`config.mk`:
```
export PLATFORM = sky130hd
export DESIGN_NAME = current_adc_select_scaler
export DESIGN_NICKNAME = d
export VERILOG_FILES = /design/src/common/current_scaler_pkg.sv /design/src/hw/current_channel_scaler.sv /design/src/hw/current_adc_select_scaler.sv
export SDC_FILE = /design/constraint.sdc
export NUM_CORES = 2
export LEC_CHECK = 0
export ABC_AREA = 1
export BUFFER_PORTS_ARGS = -buffer_cell sky130_fd_sc_hd__buf_2
export CAP_MARGIN = 10
export CORE_MARGIN = 2
export CORE_UTILIZATION = 25
export CTS_CLUSTER_SIZE = 30
export DETAILED_ROUTE_END_ITERATION = 12
export GPL_TIMING_DRIVEN = 0
export HOLD_SLACK_MARGIN = 0.05
export SKIP_CTS_REPAIR_TIMING = 1
export SYNTH_ARGS = -nofsm -noshare
export SYNTH_HDL_FRONTEND = slang
export SYNTH_HIERARCHICAL = 1
export SYNTH_SLANG_ARGS = --single-unit
```
`constraint.sdc`:
```
create_clock -name core_clk -period 9.7 [get_ports core_clk]
set_clock_uncertainty 0.05 [all_clocks]
set_input_delay 1.455 -clock core_clk [delete_from_list [all_inputs] [get_ports core_clk]]
set_output_delay 1.455 -clock core_clk [all_outputs]
set_load 0.03 [all_outputs]
```
`src/common/current_scaler_pkg.sv`:
```
// Package with register map, field layouts and codes of the current selector and scaler.
// How it works
// - Raw samples are unsigned 16-bit values from zero to 65535.
// - Every raw source arrives 16 bits wide and is readable as such.
// - Scaler removes programmed offset and yields zero-centred signed 16-bit values.
// - Scaled outputs to the control engine are signed 16-bit.
// - Two selectors route one of four raw inputs onto channel zero or one.
// - Each channel computes (raw minus offset) times Q8.8 gain divided by 256.
// - Offset subtraction turns the unsigned sample into a signed value.
// - Three-phase mode derives third current as minus sum of scaled pair.
// - Two-phase stepper mode computes no third current; it reads zero.
// - Three output selectors pick scaled zero, scaled one or third current.
// - All three phase outputs serve three-phase; two-phase uses U/X and W/Y.
package current_scaler_pkg;

    // Byte offsets of the registers.
    localparam logic [7:0] REG_SOURCE_SEL   = 8'h00;
    localparam logic [7:0] REG_OFFSET_CH0   = 8'h04;
    localparam logic [7:0] REG_OFFSET_CH1   = 8'h08;
    localparam logic [7:0] REG_GAIN_CH0     = 8'h0C;
    localparam logic [7:0] REG_GAIN_CH1     = 8'h10;
    localparam logic [7:0] REG_ROUTE_SEL    = 8'h14;
    localparam logic [7:0] REG_MODE         = 8'h18;
    localparam logic [7:0] REG_RAW_INT      = 8'h1C;
    localparam logic [7:0] REG_RAW_EXT      = 8'h20;
    localparam logic [7:0] REG_RAW_ROUTED   = 8'h24;
    localparam logic [7:0] REG_SCALED       = 8'h28;
    localparam logic [7:0] REG_THIRD        = 8'h2C;
    localparam logic [7:0] REG_PHASE_UX_V   = 8'h30;
    localparam logic [7:0] REG_PHASE_WY     = 8'h34;

    // Field positions.
    localparam int SEL_CH0_LSB   = 0;
    localparam int SEL_CH1_LSB   = 8;
    localparam int ROUTE_UX_LSB  = 0;
    localparam int ROUTE_V_LSB   = 8;
    localparam int ROUTE_WY_LSB  = 16;
    localparam int HI_HALF_LSB   = 16;
    localparam int GAIN_SHIFT    = 8;

    // Source codes for the raw channel selectors.
    localparam logic [7:0] SRC_INT_U = 8'h00;
    localparam logic [7:0] SRC_INT_V = 8'h01;
    localparam logic [7:0] SRC_EXT_0 = 8'h02;
    localparam logic [7:0] SRC_EXT_1 = 8'h03;

    // Codes for the phase output selectors.
    localparam logic [7:0] ROUTE_CH0   = 8'h00;
    localparam logic [7:0] ROUTE_CH1   = 8'h01;
    localparam logic [7:0] ROUTE_THIRD = 8'h02;

    // Mode codes.
    localparam logic [1:0] MODE_SINGLE_COIL = 2'h0;
    localparam logic [1:0] MODE_TWO_PHASE   = 2'h1;
    localparam logic [1:0] MODE_THREE_PHASE = 2'h2;

    // Values after reset.
    localparam logic [31:0] RST_SOURCE_SEL = 32'h0000_0100;
    localparam logic [15:0] RST_OFFSET     = 16'h8000;
    localparam logic [15:0] RST_GAIN       = 16'h0100;
    localparam logic [31:0] RST_ROUTE_SEL  = 32'h0002_0100;
    localparam logic [1:0]  RST_MODE       = MODE_THREE_PHASE;

    // Signed 16-bit limits.
    localparam logic signed [15:0] S16_MAX = 16'sh7FFF;
    localparam logic signed [15:0] S16_MIN = -16'sh8000;

    // Wishbone slave state.
    typedef enum logic [1:0] {
        BUS_IDLE = 2'b01,
        BUS_ACK  = 2'b10
    } bus_state_t;

endpackage

```
`src/hw/current_channel_scaler.sv`:
```
// Offset removal, Q8.8 gain and saturation for one current channel.
`timescale 1ns/1ps
`default_nettype none
module current_channel_scaler
    import current_scaler_pkg::*;
(
    // Operands.
    input  wire logic        [15:0] raw_sample,
    input  wire logic        [15:0] offset_value,
    input  wire logic signed [15:0] gain_factor,
    // Result.
    output logic signed      [15:0] scaled_value
);

    logic signed [16:0] centred;
    logic signed [32:0] product;
    logic signed [32:0] shifted;

    // Zero extend both operands so the difference is a true signed value.
    assign centred = $signed({1'b0, raw_sample}) - $signed({1'b0, offset_value});
    // Multiply by the Q8.8 gain and drop the fractional byte.
    assign product = 33'(centred * gain_factor);
    assign shifted = product >>> GAIN_SHIFT;

    // Clamp to the signed 16-bit range instead of wrapping.
    always_comb
    begin
        if (shifted > 33'(S16_MAX))
            scaled_value = S16_MAX;
        else if (shifted < 33'(S16_MIN))
            scaled_value = S16_MIN;
        else
            scaled_value = shifted[15:0];
    end

endmodule // current_channel_scaler
`default_nettype wire

```
`src/hw/current_adc_select_scaler.sv`:
```
// Raw source selection, scaling, third current and phase routing with Wishbone registers.
//
// The Wishbone register port and the register addresses are this design's own decisions.
`timescale 1ns/1ps
`default_nettype none
module current_adc_select_scaler
    import current_scaler_pkg::*;
(
    // Clock and reset.
    input  wire logic        core_clk,
    input  wire logic        rst_n,
    // Wishbone slave.
    input  wire logic        wb_cyc_i,
    input  wire logic        wb_stb_i,
    input  wire logic        wb_we_i,
    input  wire logic [7:0]  wb_adr_i,
    input  wire logic [3:0]  wb_sel_i,
    input  wire logic [31:0] wb_dat_i,
    output logic      [31:0] wb_dat_o,
    output logic             wb_ack_o,
    // Raw samples from the decimation filters.
    input  wire logic [15:0] internal_sample_u,
    input  wire logic [15:0] internal_sample_v,
    input  wire logic [15:0] external_sample_zero,
    input  wire logic [15:0] external_sample_one,
    // Phase currents to the control engine.
    output logic signed [15:0] phase_ux_current,
    output logic signed [15:0] phase_v_current,
    output logic signed [15:0] phase_wy_current,
    // Mode flags to the control engine.
    output logic             three_phase_vector_mode,
    output logic             two_phase_stepper_mode,
    output logic             single_coil_dc_mode
);

    // All state of the block.
    typedef struct packed {
        bus_state_t         bus;
        logic        [31:0] rdata;
        logic        [7:0]  ch0_source_select;
        logic        [7:0]  ch1_source_select;
        logic        [15:0] ch0_offset_value;
        logic        [15:0] ch1_offset_value;
        logic        [15:0] ch0_gain_factor;
        logic        [15:0] ch1_gain_factor;
        logic        [7:0]  phase_ux_route_select;
        logic        [7:0]  phase_v_route_select;
        logic        [7:0]  phase_wy_route_select;
        logic        [1:0]  mode;
        logic        [15:0] routed_raw_ch0;
        logic        [15:0] routed_raw_ch1;
        logic        [15:0] scaled_current_ch0;
        logic        [15:0] scaled_current_ch1;
        logic        [15:0] derived_third_current;
        logic        [15:0] ux;
        logic        [15:0] v;
        logic        [15:0] wy;
    } state_t;

    state_t state_r;
    state_t state_nxt;

    logic signed [15:0] scaled_ch0;
    logic signed [15:0] scaled_ch1;

    // Pick one raw source; unknown codes give zero.
    function automatic logic [15:0] pick_source(input logic [7:0] code,
                                                input logic [15:0] s_u,
                                                input logic [15:0] s_v,
                                                input logic [15:0] s_e0,
                                                input logic [15:0] s_e1);
        case (code)
            SRC_INT_U: pick_source = s_u;
            SRC_INT_V: pick_source = s_v;
            SRC_EXT_0: pick_source = s_e0;
            SRC_EXT_1: pick_source = s_e1;
            default:   pick_source = 16'h0000;
        endcase
    endfunction

    // Pick one scaled channel for a phase output; unknown codes give zero.
    function automatic logic [15:0] pick_route(input logic [7:0] code,
                                               input logic [15:0] c0,
                                               input logic [15:0] c1,
                                               input logic [15:0] c2);
        case (code)
            ROUTE_CH0:   pick_route = c0;
            ROUTE_CH1:   pick_route = c1;
            ROUTE_THIRD: pick_route = c2;
            default:     pick_route = 16'h0000;
        endcase
    endfunction

    // Merge write data into a register under the byte enables.
    function automatic logic [31:0] merge(input logic [31:0] old,
                                          input logic [31:0] wdat,
                                          input logic [3:0]  sel);
        logic [31:0] res;
        res = old;
        for (int b = 0; b < 4; b++)
        begin
            if (sel[b])
                res[b*8 +: 8] = wdat[b*8 +: 8];
        end
        merge = res;
    endfunction

    // Limit an 18-bit value to the signed 16-bit range.
    function automatic logic [15:0] sat18(input logic signed [17:0] val);
        if (val > 18'(S16_MAX))
            sat18 = S16_MAX;
        else if (val < 18'(S16_MIN))
            sat18 = S16_MIN;
        else
            sat18 = val[15:0];
    endfunction

    // The two channel scalers work on the routed raw samples.
    current_channel_scaler u_scale_ch0 (
        .raw_sample   (state_r.routed_raw_ch0),
        .offset_value (state_r.ch0_offset_value),
        .gain_factor  ($signed(state_r.ch0_gain_factor)),
        .scaled_value (scaled_ch0)
    );

    current_channel_scaler u_scale_ch1 (
        .raw_sample   (state_r.routed_raw_ch1),
        .offset_value (state_r.ch1_offset_value),
        .gain_factor  ($signed(state_r.ch1_gain_factor)),
        .scaled_value (scaled_ch1)
    );

    // Next-state logic: datapath pipeline and register bus.
    always_comb
    begin
        logic [31:0]        cur;
        logic [31:0]        upd;
        logic signed [16:0] sum;
        cur = 32'h0000_0000;
        upd = 32'h0000_0000;
        sum = 17'sh00000;
        state_nxt = state_r;

        // Stage one routes raw samples, already 16 bits wide, onto the channels.
        state_nxt.routed_raw_ch0 = pick_source(state_r.ch0_source_select, internal_sample_u,
            internal_sample_v, external_sample_zero, external_sample_one);
        state_nxt.routed_raw_ch1 = pick_source(state_r.ch1_source_select, internal_sample_u,
            internal_sample_v, external_sample_zero, external_sample_one);

        // Stage two registers the scaled pair.
        state_nxt.scaled_current_ch0 = scaled_ch0;
        state_nxt.scaled_current_ch1 = scaled_ch1;

        // Stage three forms the third current only in three-phase mode.
        sum = $signed({state_r.scaled_current_ch0[15], state_r.scaled_current_ch0})
            + $signed({state_r.scaled_current_ch1[15], state_r.scaled_current_ch1});
        if (state_r.mode == MODE_THREE_PHASE)
            state_nxt.derived_third_current = sat18(-18'(sum));
        else
            state_nxt.derived_third_current = 16'h0000;

        // Stage three also routes the scaled channels to the phase outputs.
        state_nxt.ux = pick_route(state_r.phase_ux_route_select, state_r.scaled_current_ch0,
            state_r.scaled_current_ch1, state_r.derived_third_current);
        state_nxt.v  = pick_route(state_r.phase_v_route_select, state_r.scaled_current_ch0,
            state_r.scaled_current_ch1, state_r.derived_third_current);
        state_nxt.wy = pick_route(state_r.phase_wy_route_select, state_r.scaled_current_ch0,
            state_r.scaled_current_ch1, state_r.derived_third_current);

        // Register bus: answer one cycle after the request, then drop ack.
        case (state_r.bus)
            BUS_IDLE:
            begin
                if (wb_cyc_i && wb_stb_i)
                begin
                    case (wb_adr_i)
                        REG_SOURCE_SEL: cur = {16'h0000, state_r.ch1_source_select,
                                               state_r.ch0_source_select};
                        REG_OFFSET_CH0: cur = {16'h0000, state_r.ch0_offset_value};
                        REG_OFFSET_CH1: cur = {16'h0000, state_r.ch1_offset_value};
                        REG_GAIN_CH0:   cur = {16'h0000, state_r.ch0_gain_factor};
                        REG_GAIN_CH1:   cur = {16'h0000, state_r.ch1_gain_factor};
                        REG_ROUTE_SEL:  cur = {8'h00, state_r.phase_wy_route_select,
                                               state_r.phase_v_route_select,
                                               state_r.phase_ux_route_select};
                        REG_MODE:       cur = {30'h0000_0000, state_r.mode};
                        REG_RAW_INT:    cur = {internal_sample_v, internal_sample_u};
                        REG_RAW_EXT:    cur = {external_sample_one, external_sample_zero};
                        REG_RAW_ROUTED: cur = {state_r.routed_raw_ch1, state_r.routed_raw_ch0};
                        REG_SCALED:     cur = {state_r.scaled_current_ch1,
                                               state_r.scaled_current_ch0};
                        REG_THIRD:      cur = {16'h0000, state_r.derived_third_current};
                        REG_PHASE_UX_V: cur = {state_r.v, state_r.ux};
                        REG_PHASE_WY:   cur = {16'h0000, state_r.wy};
                        default:        cur = 32'h0000_0000;
                    endcase
                    state_nxt.rdata = cur;
                    state_nxt.bus   = BUS_ACK;
                    if (wb_we_i)
                    begin
                        upd = merge(cur, wb_dat_i, wb_sel_i);
                        case (wb_adr_i)
                            REG_SOURCE_SEL:
                            begin
                                state_nxt.ch0_source_select = upd[SEL_CH0_LSB +: 8];
                                state_nxt.ch1_source_select = upd[SEL_CH1_LSB +: 8];
                            end
                            REG_OFFSET_CH0: state_nxt.ch0_offset_value = upd[15:0];
                            REG_OFFSET_CH1: state_nxt.ch1_offset_value = upd[15:0];
                            REG_GAIN_CH0:   state_nxt.ch0_gain_factor  = upd[15:0];
                            REG_GAIN_CH1:   state_nxt.ch1_gain_factor  = upd[15:0];
                            REG_ROUTE_SEL:
                            begin
                                state_nxt.phase_ux_route_select = upd[ROUTE_UX_LSB +: 8];
                                state_nxt.phase_v_route_select  = upd[ROUTE_V_LSB +: 8];
                                state_nxt.phase_wy_route_select = upd[ROUTE_WY_LSB +: 8];
                            end
                            REG_MODE:       state_nxt.mode = upd[1:0];
                            default:        state_nxt.mode = state_r.mode;
                        endcase
                    end
                end
            end
            BUS_ACK:
            begin
                state_nxt.bus = BUS_IDLE;
            end
            default:
            begin
                state_nxt.bus = BUS_IDLE;
            end
        endcase
    end

    // State register with synchronous reset.
    always_ff @(posedge core_clk)
    begin
        if (!rst_n)
        begin
            state_r                       <= '0;
            state_r.bus                   <= BUS_IDLE;
            state_r.ch0_source_select     <= RST_SOURCE_SEL[SEL_CH0_LSB +: 8];
            state_r.ch1_source_select     <= RST_SOURCE_SEL[SEL_CH1_LSB +: 8];
            state_r.ch0_offset_value      <= RST_OFFSET;
            state_r.ch1_offset_value      <= RST_OFFSET;
            state_r.ch0_gain_factor       <= RST_GAIN;
            state_r.ch1_gain_factor       <= RST_GAIN;
            state_r.phase_ux_route_select <= RST_ROUTE_SEL[ROUTE_UX_LSB +: 8];
            state_r.phase_v_route_select  <= RST_ROUTE_SEL[ROUTE_V_LSB +: 8];
            state_r.phase_wy_route_select <= RST_ROUTE_SEL[ROUTE_WY_LSB +: 8];
            state_r.mode                  <= RST_MODE;
        end
        else
        begin
            state_r <= state_nxt;
        end
    end

    // Outputs come straight from the state register.
    assign wb_ack_o                = (state_r.bus == BUS_ACK);
    assign wb_dat_o                = state_r.rdata;
    assign phase_ux_current        = state_r.ux;
    assign phase_v_current         = state_r.v;
    assign phase_wy_current        = state_r.wy;
    assign three_phase_vector_mode = (state_r.mode == MODE_THREE_PHASE);
    assign two_phase_stepper_mode  = (state_r.mode == MODE_TWO_PHASE);
    assign single_coil_dc_mode     = (state_r.mode == MODE_SINGLE_COIL);

endmodule // current_adc_select_scaler
`default_nettype wire

```
==> summary.txt <==
Status
  • Status: completed

GRT
  • Global-route congestion overflow total: 0
  • Pin count of the biggest net entering global routing: 16
  • Initial antenna violation count: 1
  • Vias in the first global route: 36060
  • Wire length of the first global-routing pass: 231.8 mm
  • Global router's overall resource usage: 19.62%

Floorplanning
  • # rows: 144
  • Overall die area: 157400 µm²
  • Area inside the core boundary: 153700 µm²
  • Die X-Extent: 396.7 µm
  • Overall die height: 396.7 µm
  • # IOs: 197
  • Effective utilization at floorplan: 25.08%

Setup path
  • Worst Path Class, Setup: flop to flop
  • Data required, critical path: 10.15 ns
  • Nature of the critical path endpoint: flop
  • Maximum fanout encountered on the critical timing path: 10
  • Delay contributed by the slowest stage of the critical path: 0.67 ns
  • Cell with the largest stage delay on the worst path: fa_1
  • Arrival @ worst endpoint: 9.59 ns
  • Most prevalent standard cell on the critical path: nand2_1
  • Critical path launch point type: flop

STA
  • Transition at the pin with the smallest max-transition slack: 1.289 ns
  • Worst rel slew slack: 13.46%
  • Maximum clock frequency: 109.4 MHz
  • Fin worst setup slack: 0.5614 ns
  • Ratio of final minimum period to clock period: 94.21%
  • Setup violation total in the final timing report: 0
  • Pins Over Slew Limit: 0
  • RSZ-0062 raised after global routing: no
  • Hold violation count in the final report: 0
  • Shortest period the worst path allows: 9.139 ns
  • Setup TNS: 0 ns
  • Hold slack: 0.4247 ns

Clock network
  • Clock sink count: 268
  • Clock Latency Late Sink: 0.60 ns
  • Deepest clock path buffer count: 3
  • Buffer cell driving the clock tree root: clkbuf_16
  • Clock H-tree levels: 1
  • CTS clock-pin slew for the worst setup and hold paths: 0.07 ns
  • CTS tree: done
  • Number of buffers inserted during clock tree synthesis: 30

Power
  • Power consumption: 4.179 mW
  • Worst supply voltage drop on vdd: 0.00009084 V
  • Leakage power total: 22.56 nW
  • Total power divided by cell area: 96.98 nW/µm²

Synth
  • Gate count after technology mapping: 5367
  • Share of synthesized registers carrying an async set or reset: 0%
  • Sequential cell area fraction in the yosys report: 13.92%
  • Post-Syn Area per Cell: 7.183 µm²
  • Area of the mapped netlist: 38550 µm²
  • Yosys cell types: 59
  • Prevailing post-synth register cell: dfxtp_1
  • Synth cell count leaders: inv_1 (1207), nand2_1 (1167), fa_1 (553), nor2_1 (508), nand3_1 (287)
  • Number of storage elements in the synthesis netlist: 268
  • Count of flip-flops with a built-in enable after synthesis: 0
  • Post-synthesis net count: 6259
  • Warnings from Yosys: 6
  • Dominant cells by area after synthesis: fa_1 (29%), dfxtp_1 (14%), inv_1 (12%), nand2_1 (11%), ha_1 (7.3%)
  • Portion of synthesized cell area occupied by the leading cell type: 28.72%
  • Most common cell in the netlist: inv_1
  • Cell taking the most area after synthesis: fa_1

Place
  • Post-detail-place hpwl: 133.3 mm
  • Placed standard-cell area: 42030 µm²
  • Number of placed cells counting well taps: 7596
  • Number of input and output port buffers inserted: 185
  • Pre-CTS setup slack: 0.6633 ns
  • Placer congestion estimate: 1.043

Drt
  • DRC violation count after routing: 0
  • Routed via count divided by cell count: 4.761
  • Iteration-0 DRC count of the detailed router: 3659
  • Post-detailed-route count of antenna-violating nets: 0
  • Total routed wirelength: 156.9 mm
  • Via count of the routed design: 36440
  • TritonRoute pass-1 iters: 6
  • Routed wirelength normalized by instance count: 20.50 µm

Layout
  • Post-route core utilization: 28.04%
  • Fraction of layout instances using a drive strength above 1: 10.07%
  • Synth-to-Final Area Change: 11.78%
  • Count of placed standard cells in the final layout, fillers left out: 7653
  • Nets: 6476
  • Post-route standard cell area excluding fillers: 43090 µm²

Hold path
  • Class of the worst hold path: flop to flop

Run
  • Max-Cap Viols: 0
-- state kept, by name (all words and copies together) (netlist names) --
name and flops:
phase_v_current 16, phase_ux_current 16, state_r 188, phase_wy_current 16
wb_dat_o 32
-- logic make-up after synthesis --
group / share of synthesized area [%]
simple gates: 23.98
buf+inv: 15.66
fa+ha+maj: 36.05
compound gates: 8.714
flops: 13.92
xor+xnor: 1.678
-- worst max-delay path, delay by kind of cell (launching register included) --
kind,cells,cell delay (ns)
adders and majority gates,8,3.90
xor gates and xnor gates,1,0.62
buffers and inverters,8,1.07
DFF,1,0.42
and+or+nand+nor,17,2.33
AOI/OAI and AO/OA,4,0.66
-- report_power, final --
group / internal, mW / switching [mW]
logic: 0.500 / 1.10
registers: 1.19 / 0.151
clock network: 0.709 / 0.527
total: 2.40 / 1.78
-- layer usage --
metal / track usage, % / wire length, µm / up-vias
met1: 25.59 / 63930 / 17650
li1: - / - / 16620
met4: 10.37 / 9730 / 2
met2: 31.28 / 69940 / 1804
met5: 0 / 13 / -
met3: 2.907 / 13250 / 361
-- worst paths after layout --
path	startpoint	depth (start not counted)	slack [ns]	endpoint
setup / recovery	state_r[189]	38	0.56	state_r[76]
hold / removal	wb_dat_o[30]	2	0.42	wb_dat_o[30]
setup reg to reg	state_r[189]	38	0.56	state_r[76]
hold reg to reg	wb_dat_o[30]	2	0.42	wb_dat_o[30]
-- layout make-up --
| type | count | area [µm²] |
|---|---|---|
| Antenna cell | 1 | 2.502 |
| Buffer | 236 | 1365 |
| Clock buffer | 35 | 809.5 |
| Clock inverter | 21 | 246.5 |
| Fill cell | 17020 | 110600 |
| Inverter | 1242 | 4672 |
| Multi-Input combinational cell | 3621 | 27150 |
| Sequential cell | 268 | 5365 |
| Tap cell | 2044 | 2557 |
| Timing Repair Buffer | 185 | 925.9 |
-- cell usage in the layout (no fill, tap or decap), types with 13 or more instances in the layout --
cell type / instances
a41oi_1: 14
fa_1: 553
ha_1: 226
nand2_1: 1167
o22ai_1: 75
or2_2: 28
clkbuf_16: 30
clkbuf_1: 84
nor2_1: 508
a21oi_1: 220
xor2_1: 44
nand2_2: 68
nand3_1: 287
o21ai_0: 180
dfxtp_1: 268
xnor2_1: 23
inv_2: 21
inv_1: 1207
nand4_1: 35
buf_2: 230
o221ai_1: 36
nor2_2: 21
a31oi_1: 14
o21ai_1: 13
buf_4: 96
nor3_1: 21
Power figures use the tool's default switching activity.
